<file path="config.mk">
export PLATFORM = sky130hd
export DESIGN_NAME = pecr_regs
export DESIGN_NICKNAME = d
export VERILOG_FILES = /design/src/include/pecr_pkg.sv /design/src/rtl/pecr_regs.sv
export SDC_FILE = /design/constraint.sdc
export NUM_CORES = 1
export LEC_CHECK = 0
export ABC_CLOCK_PERIOD_IN_PS = 3700
export BUFFER_PORTS_ARGS = -buffer_cell sky130_fd_sc_hd__buf_2
export CORE_UTILIZATION = 54
export DETAILED_ROUTE_END_ITERATION = 7
export PLACE_DENSITY = 0.81
export SLEW_MARGIN = 20
export SYNTH_ARGS = -nofsm -noshare
export SYNTH_HDL_FRONTEND = slang
export SYNTH_SLANG_ARGS = --single-unit
</file>
<file path="constraint.sdc">
create_clock -name clk -period 3.7 [get_ports clk]
set_clock_uncertainty 0.2 [all_clocks]
set_input_delay 0.555 -clock clk [delete_from_list [all_inputs] [get_ports clk]]
set_output_delay 0.555 -clock clk [all_outputs]
set_load 0.005 [all_outputs]
</file>
<file path="src/include/pecr_pkg.sv">
// pecr_pkg: constants and types of the extended control and interrupt regs
//
// Behaviour
// - control one bit 12 picks GMII or RGMII
// - new interface mode acts only at soft reset
// - control one bit 8 adds RGMII clock skew
// - control one bit 1 reverses GMII transmit pins
// - control two bits 15:13 set edge rate
// - control two bits 3:1 report cable length
// - control two bit 0 enables connector loopback
// - mask bit 15 lets pin follow summary bit
// - pin enable never stops cause recording
// - mask bits enable causes, reset to zero
// - status bits clear by the read returning them
// - status bit 15 is the summary flag
// - speed and duplex causes need negotiation enable
// - downshift cause needs advertisement bits 8:5
// - sticky bits survive soft reset when enabled
`default_nettype none

package pecr_pkg;

  // management address and data widths
  localparam int unsigned ADDR_W = 5;
  localparam int unsigned DATA_W = 16;

  // register offsets
  localparam logic [4:0] OFF_CTL1 = 5'h17;
  localparam logic [4:0] OFF_CTL2 = 5'h18;
  localparam logic [4:0] OFF_MASK = 5'h19;
  localparam logic [4:0] OFF_STATUS = 5'h1a;

  // control one field positions
  localparam int unsigned CTL1_MODE_BIT = 12;
  localparam int unsigned CTL1_SKEW_BIT = 8;
  localparam int unsigned CTL1_PWR_BIT = 5;
  localparam int unsigned CTL1_REV_BIT = 1;
  // control two field positions
  localparam int unsigned CTL2_EDGE_LO = 13;
  localparam int unsigned CTL2_CABLE_LO = 1;
  localparam int unsigned CTL2_LOOP_BIT = 0;
  // mask and status field positions
  localparam int unsigned INT_SUM_BIT = 15;
  localparam int unsigned INT_SPEED_BIT = 14;
  localparam int unsigned INT_LINK_BIT = 13;
  localparam int unsigned INT_DUPLEX_BIT = 12;
  localparam int unsigned INT_NEGERR_BIT = 11;
  localparam int unsigned INT_NEGDONE_BIT = 10;
  localparam int unsigned INT_PD_BIT = 9;
  localparam int unsigned INT_DOWN_BIT = 2;
  localparam int unsigned INT_MSERR_BIT = 1;

  // writable bits of control one and mask, then the status cause bits; all others reserved
  localparam logic [15:0] CTL1_WMASK = 16'h1122;
  localparam logic [15:0] MASK_WMASK = 16'hfe06;
  localparam logic [15:0] CAUSE_MASK = 16'h7e06;
  // mask bit that is not sticky
  localparam logic [15:0] MASK_PLAIN = 16'h0800;

  // reset values
  localparam logic [15:0] CTL1_RST = 16'h0000;
  localparam logic [2:0] EDGE_RST = 3'h6;
  localparam logic LOOP_RST = 1'b0;
  localparam logic [15:0] MASK_RST = 16'h0000;
  localparam logic [15:0] STATUS_RST = 16'h0000;

  // strap levels sampled after hardware reset
  typedef struct packed {
    logic mode;
    logic skew;
    logic pwr;
  } pecr_strap_t;

  // one-cycle event pulses from the link logic
  typedef struct packed {
    logic speed;
    logic link;
    logic duplex;
    logic neg_err;
    logic neg_done;
    logic pd_detect;
    logic downshift;
    logic ms_err;
  } pecr_evt_t;

  // settings driven into the datapath and analog
  typedef struct packed {
    logic rgmii;
    logic skew;
    logic pwr;
    logic tx_rev;
    logic [2:0] edge_rate;
    logic loopback;
  } pecr_cfg_t;

  // strap capture, then normal running
  typedef enum logic [1:0] {
    ST_STRAP = 2'b01,
    ST_RUN = 2'b10
  } pecr_state_t;

endpackage : pecr_pkg

`default_nettype wire

</file>
<file path="src/rtl/pecr_regs.sv">
// pecr_regs: extended control and interrupt mask/status registers
`default_nettype none

module pecr_regs (
  input wire logic clk,
  input wire logic rst_n,
  input wire logic clk_en,
  input wire logic [pecr_pkg::ADDR_W-1:0] reg_addr,
  input wire logic [pecr_pkg::DATA_W-1:0] reg_wdata,
  input wire logic reg_wr,
  input wire logic reg_rd,
  output logic [pecr_pkg::DATA_W-1:0] reg_rdata,
  input wire pecr_pkg::pecr_strap_t config_strap_pins,
  input wire logic soft_reset,
  input wire logic sticky_reset_en,
  input wire logic aneg_enable,
  input wire logic [3:0] adv_speed_bits,
  input wire logic [2:0] cable_length,
  input wire pecr_pkg::pecr_evt_t events,
  output pecr_pkg::pecr_cfg_t cfg,
  output logic mgmt_interrupt_pin,
  output logic irq
);
  import pecr_pkg::*;

  // true when the address selects the given offset
  function automatic logic addr_hit(
    input logic [ADDR_W-1:0] addr,
    input logic [4:0] off
  );
    addr_hit = (addr == off);
  endfunction : addr_hit

  // default control one image built from strap levels
  function automatic logic [15:0] strap_ctl1(
    input pecr_strap_t s
  );
    logic [15:0] v;
    v = CTL1_RST;
    v[CTL1_MODE_BIT] = s.mode;
    v[CTL1_SKEW_BIT] = s.skew;
    v[CTL1_PWR_BIT] = s.pwr;
    strap_ctl1 = v;
  endfunction : strap_ctl1

  // map qualified event pulses onto status bit places
  function automatic logic [15:0] evt_bits(
    input pecr_evt_t e,
    input logic neg_en,
    input logic [3:0] adv
  );
    logic [15:0] v;
    v = 16'h0000;
    // speed and duplex only count with negotiation on
    v[INT_SPEED_BIT] = e.speed & neg_en;
    v[INT_DUPLEX_BIT] = e.duplex & neg_en;
    v[INT_LINK_BIT] = e.link;
    v[INT_NEGERR_BIT] = e.neg_err;
    v[INT_NEGDONE_BIT] = e.neg_done;
    v[INT_PD_BIT] = e.pd_detect;
    // downshift needs every speed advertised
    v[INT_DOWN_BIT] = e.downshift & (&adv);
    v[INT_MSERR_BIT] = e.ms_err;
    evt_bits = v;
  endfunction : evt_bits

  // sequencing state
  pecr_state_t state;
  pecr_state_t next_state;

  // strap levels kept as soft reset defaults
  pecr_strap_t strap;
  pecr_strap_t next_strap;

  // control one image, reserved bits held at zero
  logic [15:0] ctl1;
  logic [15:0] next_ctl1;

  // interface mode actually in force
  logic rgmii_act;
  logic next_rgmii_act;

  // control two writable fields
  logic [2:0] edge_rate;
  logic [2:0] next_edge_rate;
  logic loopback;
  logic next_loopback;

  // interrupt mask and status
  logic [15:0] int_mask;
  logic [15:0] next_int_mask;
  logic [15:0] int_status;
  logic [15:0] next_int_status;

  // read data selected for the next cycle
  logic [15:0] next_rdata;

  // decoded strobes, only while running
  wire run = (state == ST_RUN);
  wire wr_ctl1 = run & reg_wr & addr_hit(reg_addr, OFF_CTL1);
  wire wr_ctl2 = run & reg_wr & addr_hit(reg_addr, OFF_CTL2);
  wire wr_mask = run & reg_wr & addr_hit(reg_addr, OFF_MASK);
  wire rd_status = run & reg_rd & addr_hit(reg_addr, OFF_STATUS);

  // soft reset split by the sticky enable
  wire sr_any = run & soft_reset;
  wire sr_sticky = sr_any & ~sticky_reset_en;

  // qualified causes arriving this cycle
  wire [15:0] cause_set = run ?
    evt_bits(events, aneg_enable, adv_speed_bits) : 16'h0000;

  // bits a status read or soft reset drops
  wire [15:0] status_clr =
    (rd_status | sr_any) ? 16'hffff : 16'h0000;

  // control two read image with live cable length
  wire [15:0] ctl2_view = {edge_rate, 9'h000, cable_length,
    loopback};

  // state sequencing
  always_comb begin
    case (state)
      ST_STRAP: begin
        next_state = ST_RUN;
      end
      ST_RUN: begin
        next_state = ST_RUN;
      end
      default: begin
        next_state = ST_STRAP;
      end
    endcase
  end

  // straps are caught once, after reset release
  always_comb begin
    next_strap = strap;
    if (state == ST_STRAP) begin
      next_strap = config_strap_pins;
    end
  end

  // control one update
  always_comb begin
    next_ctl1 = ctl1;
    if (state == ST_STRAP) begin
      // hardware defaults come from the straps
      next_ctl1 = strap_ctl1(config_strap_pins);
    end else begin
      if (sr_sticky) begin
        // mode bit is super-sticky, the rest fall back
        next_ctl1 = (strap_ctl1(strap) & ~CTL1_WMASK) |
          (strap_ctl1(strap) & CTL1_WMASK &
          ~(16'h0001 << CTL1_MODE_BIT)) |
          (ctl1 & (16'h0001 << CTL1_MODE_BIT));
      end
      if (wr_ctl1) begin
        // reserved bits are dropped on write
        next_ctl1 = reg_wdata & CTL1_WMASK;
      end
    end
  end

  // the selected mode takes effect only at soft reset
  always_comb begin
    next_rgmii_act = rgmii_act;
    if (state == ST_STRAP) begin
      next_rgmii_act = config_strap_pins.mode;
    end else if (sr_any) begin
      // a write in the same cycle waits for the next reset
      next_rgmii_act = ctl1[CTL1_MODE_BIT];
    end
  end

  // control two update
  always_comb begin
    next_edge_rate = edge_rate;
    next_loopback = loopback;
    if (sr_sticky) begin
      next_edge_rate = EDGE_RST;
    end
    if (sr_any) begin
      // loopback is not sticky, so any soft reset clears it
      next_loopback = LOOP_RST;
    end
    if (wr_ctl2) begin
      next_edge_rate = reg_wdata[CTL2_EDGE_LO +: 3];
      next_loopback = reg_wdata[CTL2_LOOP_BIT];
    end
  end

  // mask update
  always_comb begin
    next_int_mask = int_mask;
    if (sr_sticky) begin
      next_int_mask = MASK_RST;
    end else if (sr_any) begin
      // the error mask bit is plain and always resets
      next_int_mask = int_mask & ~MASK_PLAIN;
    end
    if (wr_mask) begin
      next_int_mask = reg_wdata & MASK_WMASK;
    end
  end

  // status update, new causes beat the read clear
  always_comb begin
    next_int_status = STATUS_RST;
    // causes record whatever the mask or pin enable
    next_int_status = ((int_status & ~status_clr) | cause_set) &
      CAUSE_MASK;
    // summary mirrors any pending masked cause
    next_int_status[INT_SUM_BIT] =
      |(next_int_status & int_mask & CAUSE_MASK);
  end

  // read multiplexer, unmapped offsets answer zero
  always_comb begin
    next_rdata = 16'h0000;
    if (addr_hit(reg_addr, OFF_CTL1)) begin
      next_rdata = ctl1;
    end else if (addr_hit(reg_addr, OFF_CTL2)) begin
      next_rdata = ctl2_view;
    end else if (addr_hit(reg_addr, OFF_MASK)) begin
      next_rdata = int_mask;
    end else if (addr_hit(reg_addr, OFF_STATUS)) begin
      // returns the bits this very read then clears
      next_rdata = int_status;
    end
  end

  // sequencing and strap flops
  always_ff @(posedge clk or negedge rst_n) begin
    if (!rst_n) begin
      state <= ST_STRAP;
      strap <= '0;
    end else if (clk_en) begin
      state <= next_state;
      strap <= next_strap;
    end
  end

  // control flops
  always_ff @(posedge clk or negedge rst_n) begin
    if (!rst_n) begin
      ctl1 <= CTL1_RST;
      rgmii_act <= 1'b0;
      edge_rate <= EDGE_RST;
      loopback <= LOOP_RST;
    end else if (clk_en) begin
      ctl1 <= next_ctl1;
      rgmii_act <= next_rgmii_act;
      edge_rate <= next_edge_rate;
      loopback <= next_loopback;
    end
  end

  // interrupt flops
  always_ff @(posedge clk or negedge rst_n) begin
    if (!rst_n) begin
      int_mask <= MASK_RST;
      int_status <= STATUS_RST;
    end else if (clk_en) begin
      int_mask <= next_int_mask;
      int_status <= next_int_status;
    end
  end

  // read data stands only in the cycle after the strobe
  always_ff @(posedge clk or negedge rst_n) begin
    if (!rst_n) begin
      reg_rdata <= 16'h0000;
    end else if (clk_en) begin
      reg_rdata <= reg_rd ? next_rdata : 16'h0000;
    end
  end

  // settings out, all taken straight from flops
  assign cfg.rgmii = rgmii_act;
  assign cfg.skew = ctl1[CTL1_SKEW_BIT];
  assign cfg.pwr = ctl1[CTL1_PWR_BIT];
  assign cfg.tx_rev = ctl1[CTL1_REV_BIT];
  assign cfg.edge_rate = edge_rate;
  assign cfg.loopback = loopback;

  // pin follows the summary only while enabled
  assign mgmt_interrupt_pin =
    int_mask[INT_SUM_BIT] & int_status[INT_SUM_BIT];

  // level interrupt for the local processor
  assign irq = |(int_status & int_mask & CAUSE_MASK);

endmodule : pecr_regs

`default_nettype wire

</file>
==> flow_metrics.env <==
export IMPL_cellLeakagePower_nw=1.30
export IMPL_synth_enable_flop_cells=0
export IMPL_status="finished, final reports clean"
export IMPL_synth_yosys_seq_area_share_pct=48.2
export IMPL_first_global_vias=1759
export IMPL_fmaxAchievable_mhz=450
export IMPL_cts_setup_buffers=0
export IMPL_rrSetupSlack_ns=1.48
export IMPL_sum_of_routed_wire_length_over_all_layers_um=5340
export IMPL_grt_start_max_net_pins=45
export IMPL_clkLatencyLatePin_ns=0.30
export IMPL_setup_ws_ns=1.48
export IMPL_insertedDiodeCount=0
export IMPL_clock_sink_count=44
export IMPL_setup_worst_path_end_class="register"
export IMPL_initial_utilization_pct=56.9
export IMPL_die_height_um=67.2
export IMPL_setup_viol=0
export IMPL_nNetsFinal=329
export IMPL_global_route_wire_length_before_repair_um=8330
export IMPL_synth_async_reset_ratio_pct=100
export IMPL_irDropWorstVdd_mv=0.303
export IMPL_cell_total_after_placement=323
export IMPL_timing_setup_tns_ns=0
export IMPL_area_growth_syn_to_layout_pct=15.8
export IMPL_cts_root_to_sink_buffers=2
export IMPL_drt_drc_violations_left=0
export IMPL_row_count=23
export IMPL_final_weighted_congestion_in_routability_driven_placement=0.793
export IMPL_die_w_um=67.2
export IMPL_ys_seq_elements=44
export IMPL_holdCritPathClass="in -> async"
export IMPL_ys_warnings_count=0
export IMPL_route_detailed_vias_per_inst=5.90
export IMPL_synth_area_top_cells="sky130_fd_sc_hd__dfrtp_1, sky130_fd_sc_hd__a22oi_1, sky130_fd_sc_hd__a22o_1, sky130_fd_sc_hd__dfstp_2, sky130_fd_sc_hd__o21ai_2"
export IMPL_critPathKind="reg -> reg"
export IMPL_drtPass1Iterations=4
export IMPL_dp_slack_ns=1.38
export IMPL_cts_tree="built"
export IMPL_fin_crit_sh_pct=60.0
export IMPL_layout_filler_cells=332
export IMPL_synth_unique_cells=50
export IMPL_cellPowerDensity_nw_per_um2=524
export IMPL_drv_max_cap_violation_count=0
export IMPL_timing_rr_end="ctl1[8]$_DFFE_PN0P_"
export IMPL_worst_ep_required_time_ns=3.69
export IMPL_synth_commonest_cells="sky130_fd_sc_hd__dfrtp_1, sky130_fd_sc_hd__a22oi_1, sky130_fd_sc_hd__nand2_1"
export IMPL_initial_antenna_violation_count=0
export IMPL_number_of_cts_inserted_buffers=5
export IMPL_dp_hpwl_um=3820
export IMPL_maxSlewViolCount=0
export IMPL_synth_largest_area_cell="sky130_fd_sc_hd__dfrtp_1"
export IMPL_rr_worst_depth=6
export IMPL_multi_input_area_um2=1010
export IMPL_final_min_period_ns=2.22
export IMPL_rsz0062_at_grt="false"
export IMPL_clock_tree_root_cell="sky130_fd_sc_hd__clkbuf_8"
export IMPL_wl_per_cell_um=16.1
export IMPL_synth_top_flop_cell="sky130_fd_sc_hd__dfrtp_1"
export IMPL_worstMarginPinSlew_ns=0.966
export IMPL_crit_path_start_kind="register"
export IMPL_layout_cells_non_filler=331
export IMPL_worst_setup_path_startpoint="state[0]$_DFFE_PN1P_"
export IMPL_ctsHoldBuffers=0
export IMPL_rr_startpoint="state[0]$_DFFE_PN1P_"
export IMPL_crit_arrival_ns=2.21
export IMPL_finalHoldViolations=0
export IMPL_htree_num_levels=2
export IMPL_cts_repair_resized=0
export IMPL_number_of_standard_cells_after_synthesis=225
export IMPL_clk_pin_slew_worst_paths_ns=0.09
export IMPL_syn_area_per_cell_um2=10.2
export IMPL_endpoint="ctl1[8]$_DFFE_PN0P_"
export IMPL_fraction_of_layout_instances_using_a_drive_strength_above_1_pct=33.8
export IMPL_synth_most_common_cell="sky130_fd_sc_hd__dfrtp_1"
export IMPL_initialDrtViolationCount=131
export IMPL_die_area_um2=4510
export IMPL_floorplan_core_area_um2=4030
export IMPL_mappedNetlistArea_um2=2290
export IMPL_register_area_um2=1100
export IMPL_antenna_violating_nets_post_route=0
export IMPL_io_pins=73
export IMPL_synthDominantCellAreaShare_pct=44.8
export IMPL_cp_max_fo=10
export IMPL_gr_total_overflow=0
export IMPL_via_count_of_the_routed_design=1953
export IMPL_place_port_buffers=65
export IMPL_worst_slew_margin_rel_pct=35.6
export IMPL_grt_usage_pct=25.0
[critical path, stage by stage, from the launching register on]
cell                       delay (ns)
sky130_fd_sc_hd__dfstp_2         0.54
sky130_fd_sc_hd__inv_1           0.05
sky130_fd_sc_hd__ha_1            0.32
sky130_fd_sc_hd__and3b_1         0.24
sky130_fd_sc_hd__a311oi_1        0.41
sky130_fd_sc_hd__nor2_1          0.10
sky130_fd_sc_hd__a22o_1          0.24
[routing by layer]
| layer | share of wire (%) | global-route usage (%) |
|---|---|---|
| met5 | 0 | 0 |
| met4 | 0.95 | 6.12 |
| met3 | 7.2 | 5.07 |
| met2 | 45 | 39.5 |
| met1 | 47 | 35.2 |
[power breakdown]
group / internal [W] / switching [W]
clock: 0.000134 / 0.000177
sequential: 0.000603 / 0.0000848
combinational: 0.000185 / 0.000208
total: 0.000922 / 0.000470
[registers in the layout (all words and copies together) (netlist names)]
register and cells:
state 2, loopback 1, edge_rate 3, reg_rdata 13, ctl1 4, int_status 9
strap 2, rgmii_act 1, int_mask 9
[per-stage QoR]
step	total power, W	hold WS [ns]	utilization [%]	instance area [um2]
floorplan	0.000974	0.0594	-	2300
global placement	0.00106	0.264	63.6	2560
detailed placement	0.00109	0.267	63.6	2560
CTS	0.00139	0.225	65.9	2660
global route	0.00147	0.266	65.9	2660
finish	0.00139	0.195	65.9	2660
[how the worst min path moves through the flow]
stage	cells after the start	slack (ns)	start	to
2_1_floorplan	0	0.06	rst_n	ctl1[12]$_DFFE_PN0P_
3_3_place_gp	1	0.26	reg_rdata[5]$_DFFE_PN0P_	reg_rdata[5]$_DFFE_PN0P_
3_5_place_dp	2	0.27	reg_rdata[1]$_DFFE_PN0P_	reg_rdata[1]$_DFFE_PN0P_
4_1_cts	1	0.23	rst_n	reg_rdata[0]$_DFFE_PN0P_
5_1_grt	1	0.27	rst_n	reg_rdata[0]$_DFFE_PN0P_
6_report	1	0.20	rst_n	edge_rate[0]$_DFFE_PN0P_
[placed cells by master, fill, tap and decap left out, types with 2 or more instances in the layout]
cell | Yosys | routed
sky130_fd_sc_hd__a22o_1 | 10 | 10
sky130_fd_sc_hd__a32o_1 | 2 | 2
sky130_fd_sc_hd__nor3b_1 | 2 | 2
sky130_fd_sc_hd__nand2b_1 | 3 | 3
sky130_fd_sc_hd__mux2i_1 | 3 | 3
sky130_fd_sc_hd__conb_1 | 1 | 3
sky130_fd_sc_hd__ha_1 | 2 | 2
sky130_fd_sc_hd__nand4_1 | 3 | 3
sky130_fd_sc_hd__o21ai_0 | 11 | 11
sky130_fd_sc_hd__and2_1 | 4 | 4
sky130_fd_sc_hd__nand3_1 | 13 | 13
sky130_fd_sc_hd__o21ai_2 | 9 | 9
sky130_fd_sc_hd__dfrtp_1 | 41 | 41
sky130_fd_sc_hd__a22oi_1 | 19 | 19
sky130_fd_sc_hd__clkinvlp_4 | 0 | 2
sky130_fd_sc_hd__nand2_1 | 17 | 17
sky130_fd_sc_hd__inv_1 | 14 | 14
sky130_fd_sc_hd__mux2_2 | 2 | 2
sky130_fd_sc_hd__o2bb2ai_1 | 5 | 5
sky130_fd_sc_hd__buf_2 | 4 | 65
sky130_fd_sc_hd__nor2_1 | 11 | 11
sky130_fd_sc_hd__a21oi_1 | 5 | 5
sky130_fd_sc_hd__clkbuf_8 | 0 | 5
sky130_fd_sc_hd__dfstp_2 | 3 | 3
sky130_fd_sc_hd__o22ai_1 | 3 | 3
[cell families (layout without fill, tap and decap cells)]
| family | after synthesis | after routing | share of synthesized area (%) |
|---|---|---|---|
| AO/OA/AOI/OAI | 73 | 73 | 24.1 |
| AND/OR/NAND/NOR | 66 | 66 | 16.3 |
| flip-flops | 44 | 44 | 48.2 |
| buffers and inverters | 34 | 88 | 7.91 |
| multiplexers | 5 | 5 | 2.29 |
| adder cells (fa/ha/maj) | 2 | 2 | 1.09 |
| other | 1 | 3 | 0.164 |
[cell type report]
class                           instances  share of cell area [%]
Sequential cell                        44                    41.6
Clock buffer                            5                    2.59
Timing Repair Buffer                   65                    12.3
Inverter                               15                    2.12
Multi-Input combinational cell        149                    38.2
Clock inverter                          3                   0.895
Tap cell                               50                    2.36
Power figures use the tool's default switching activity.
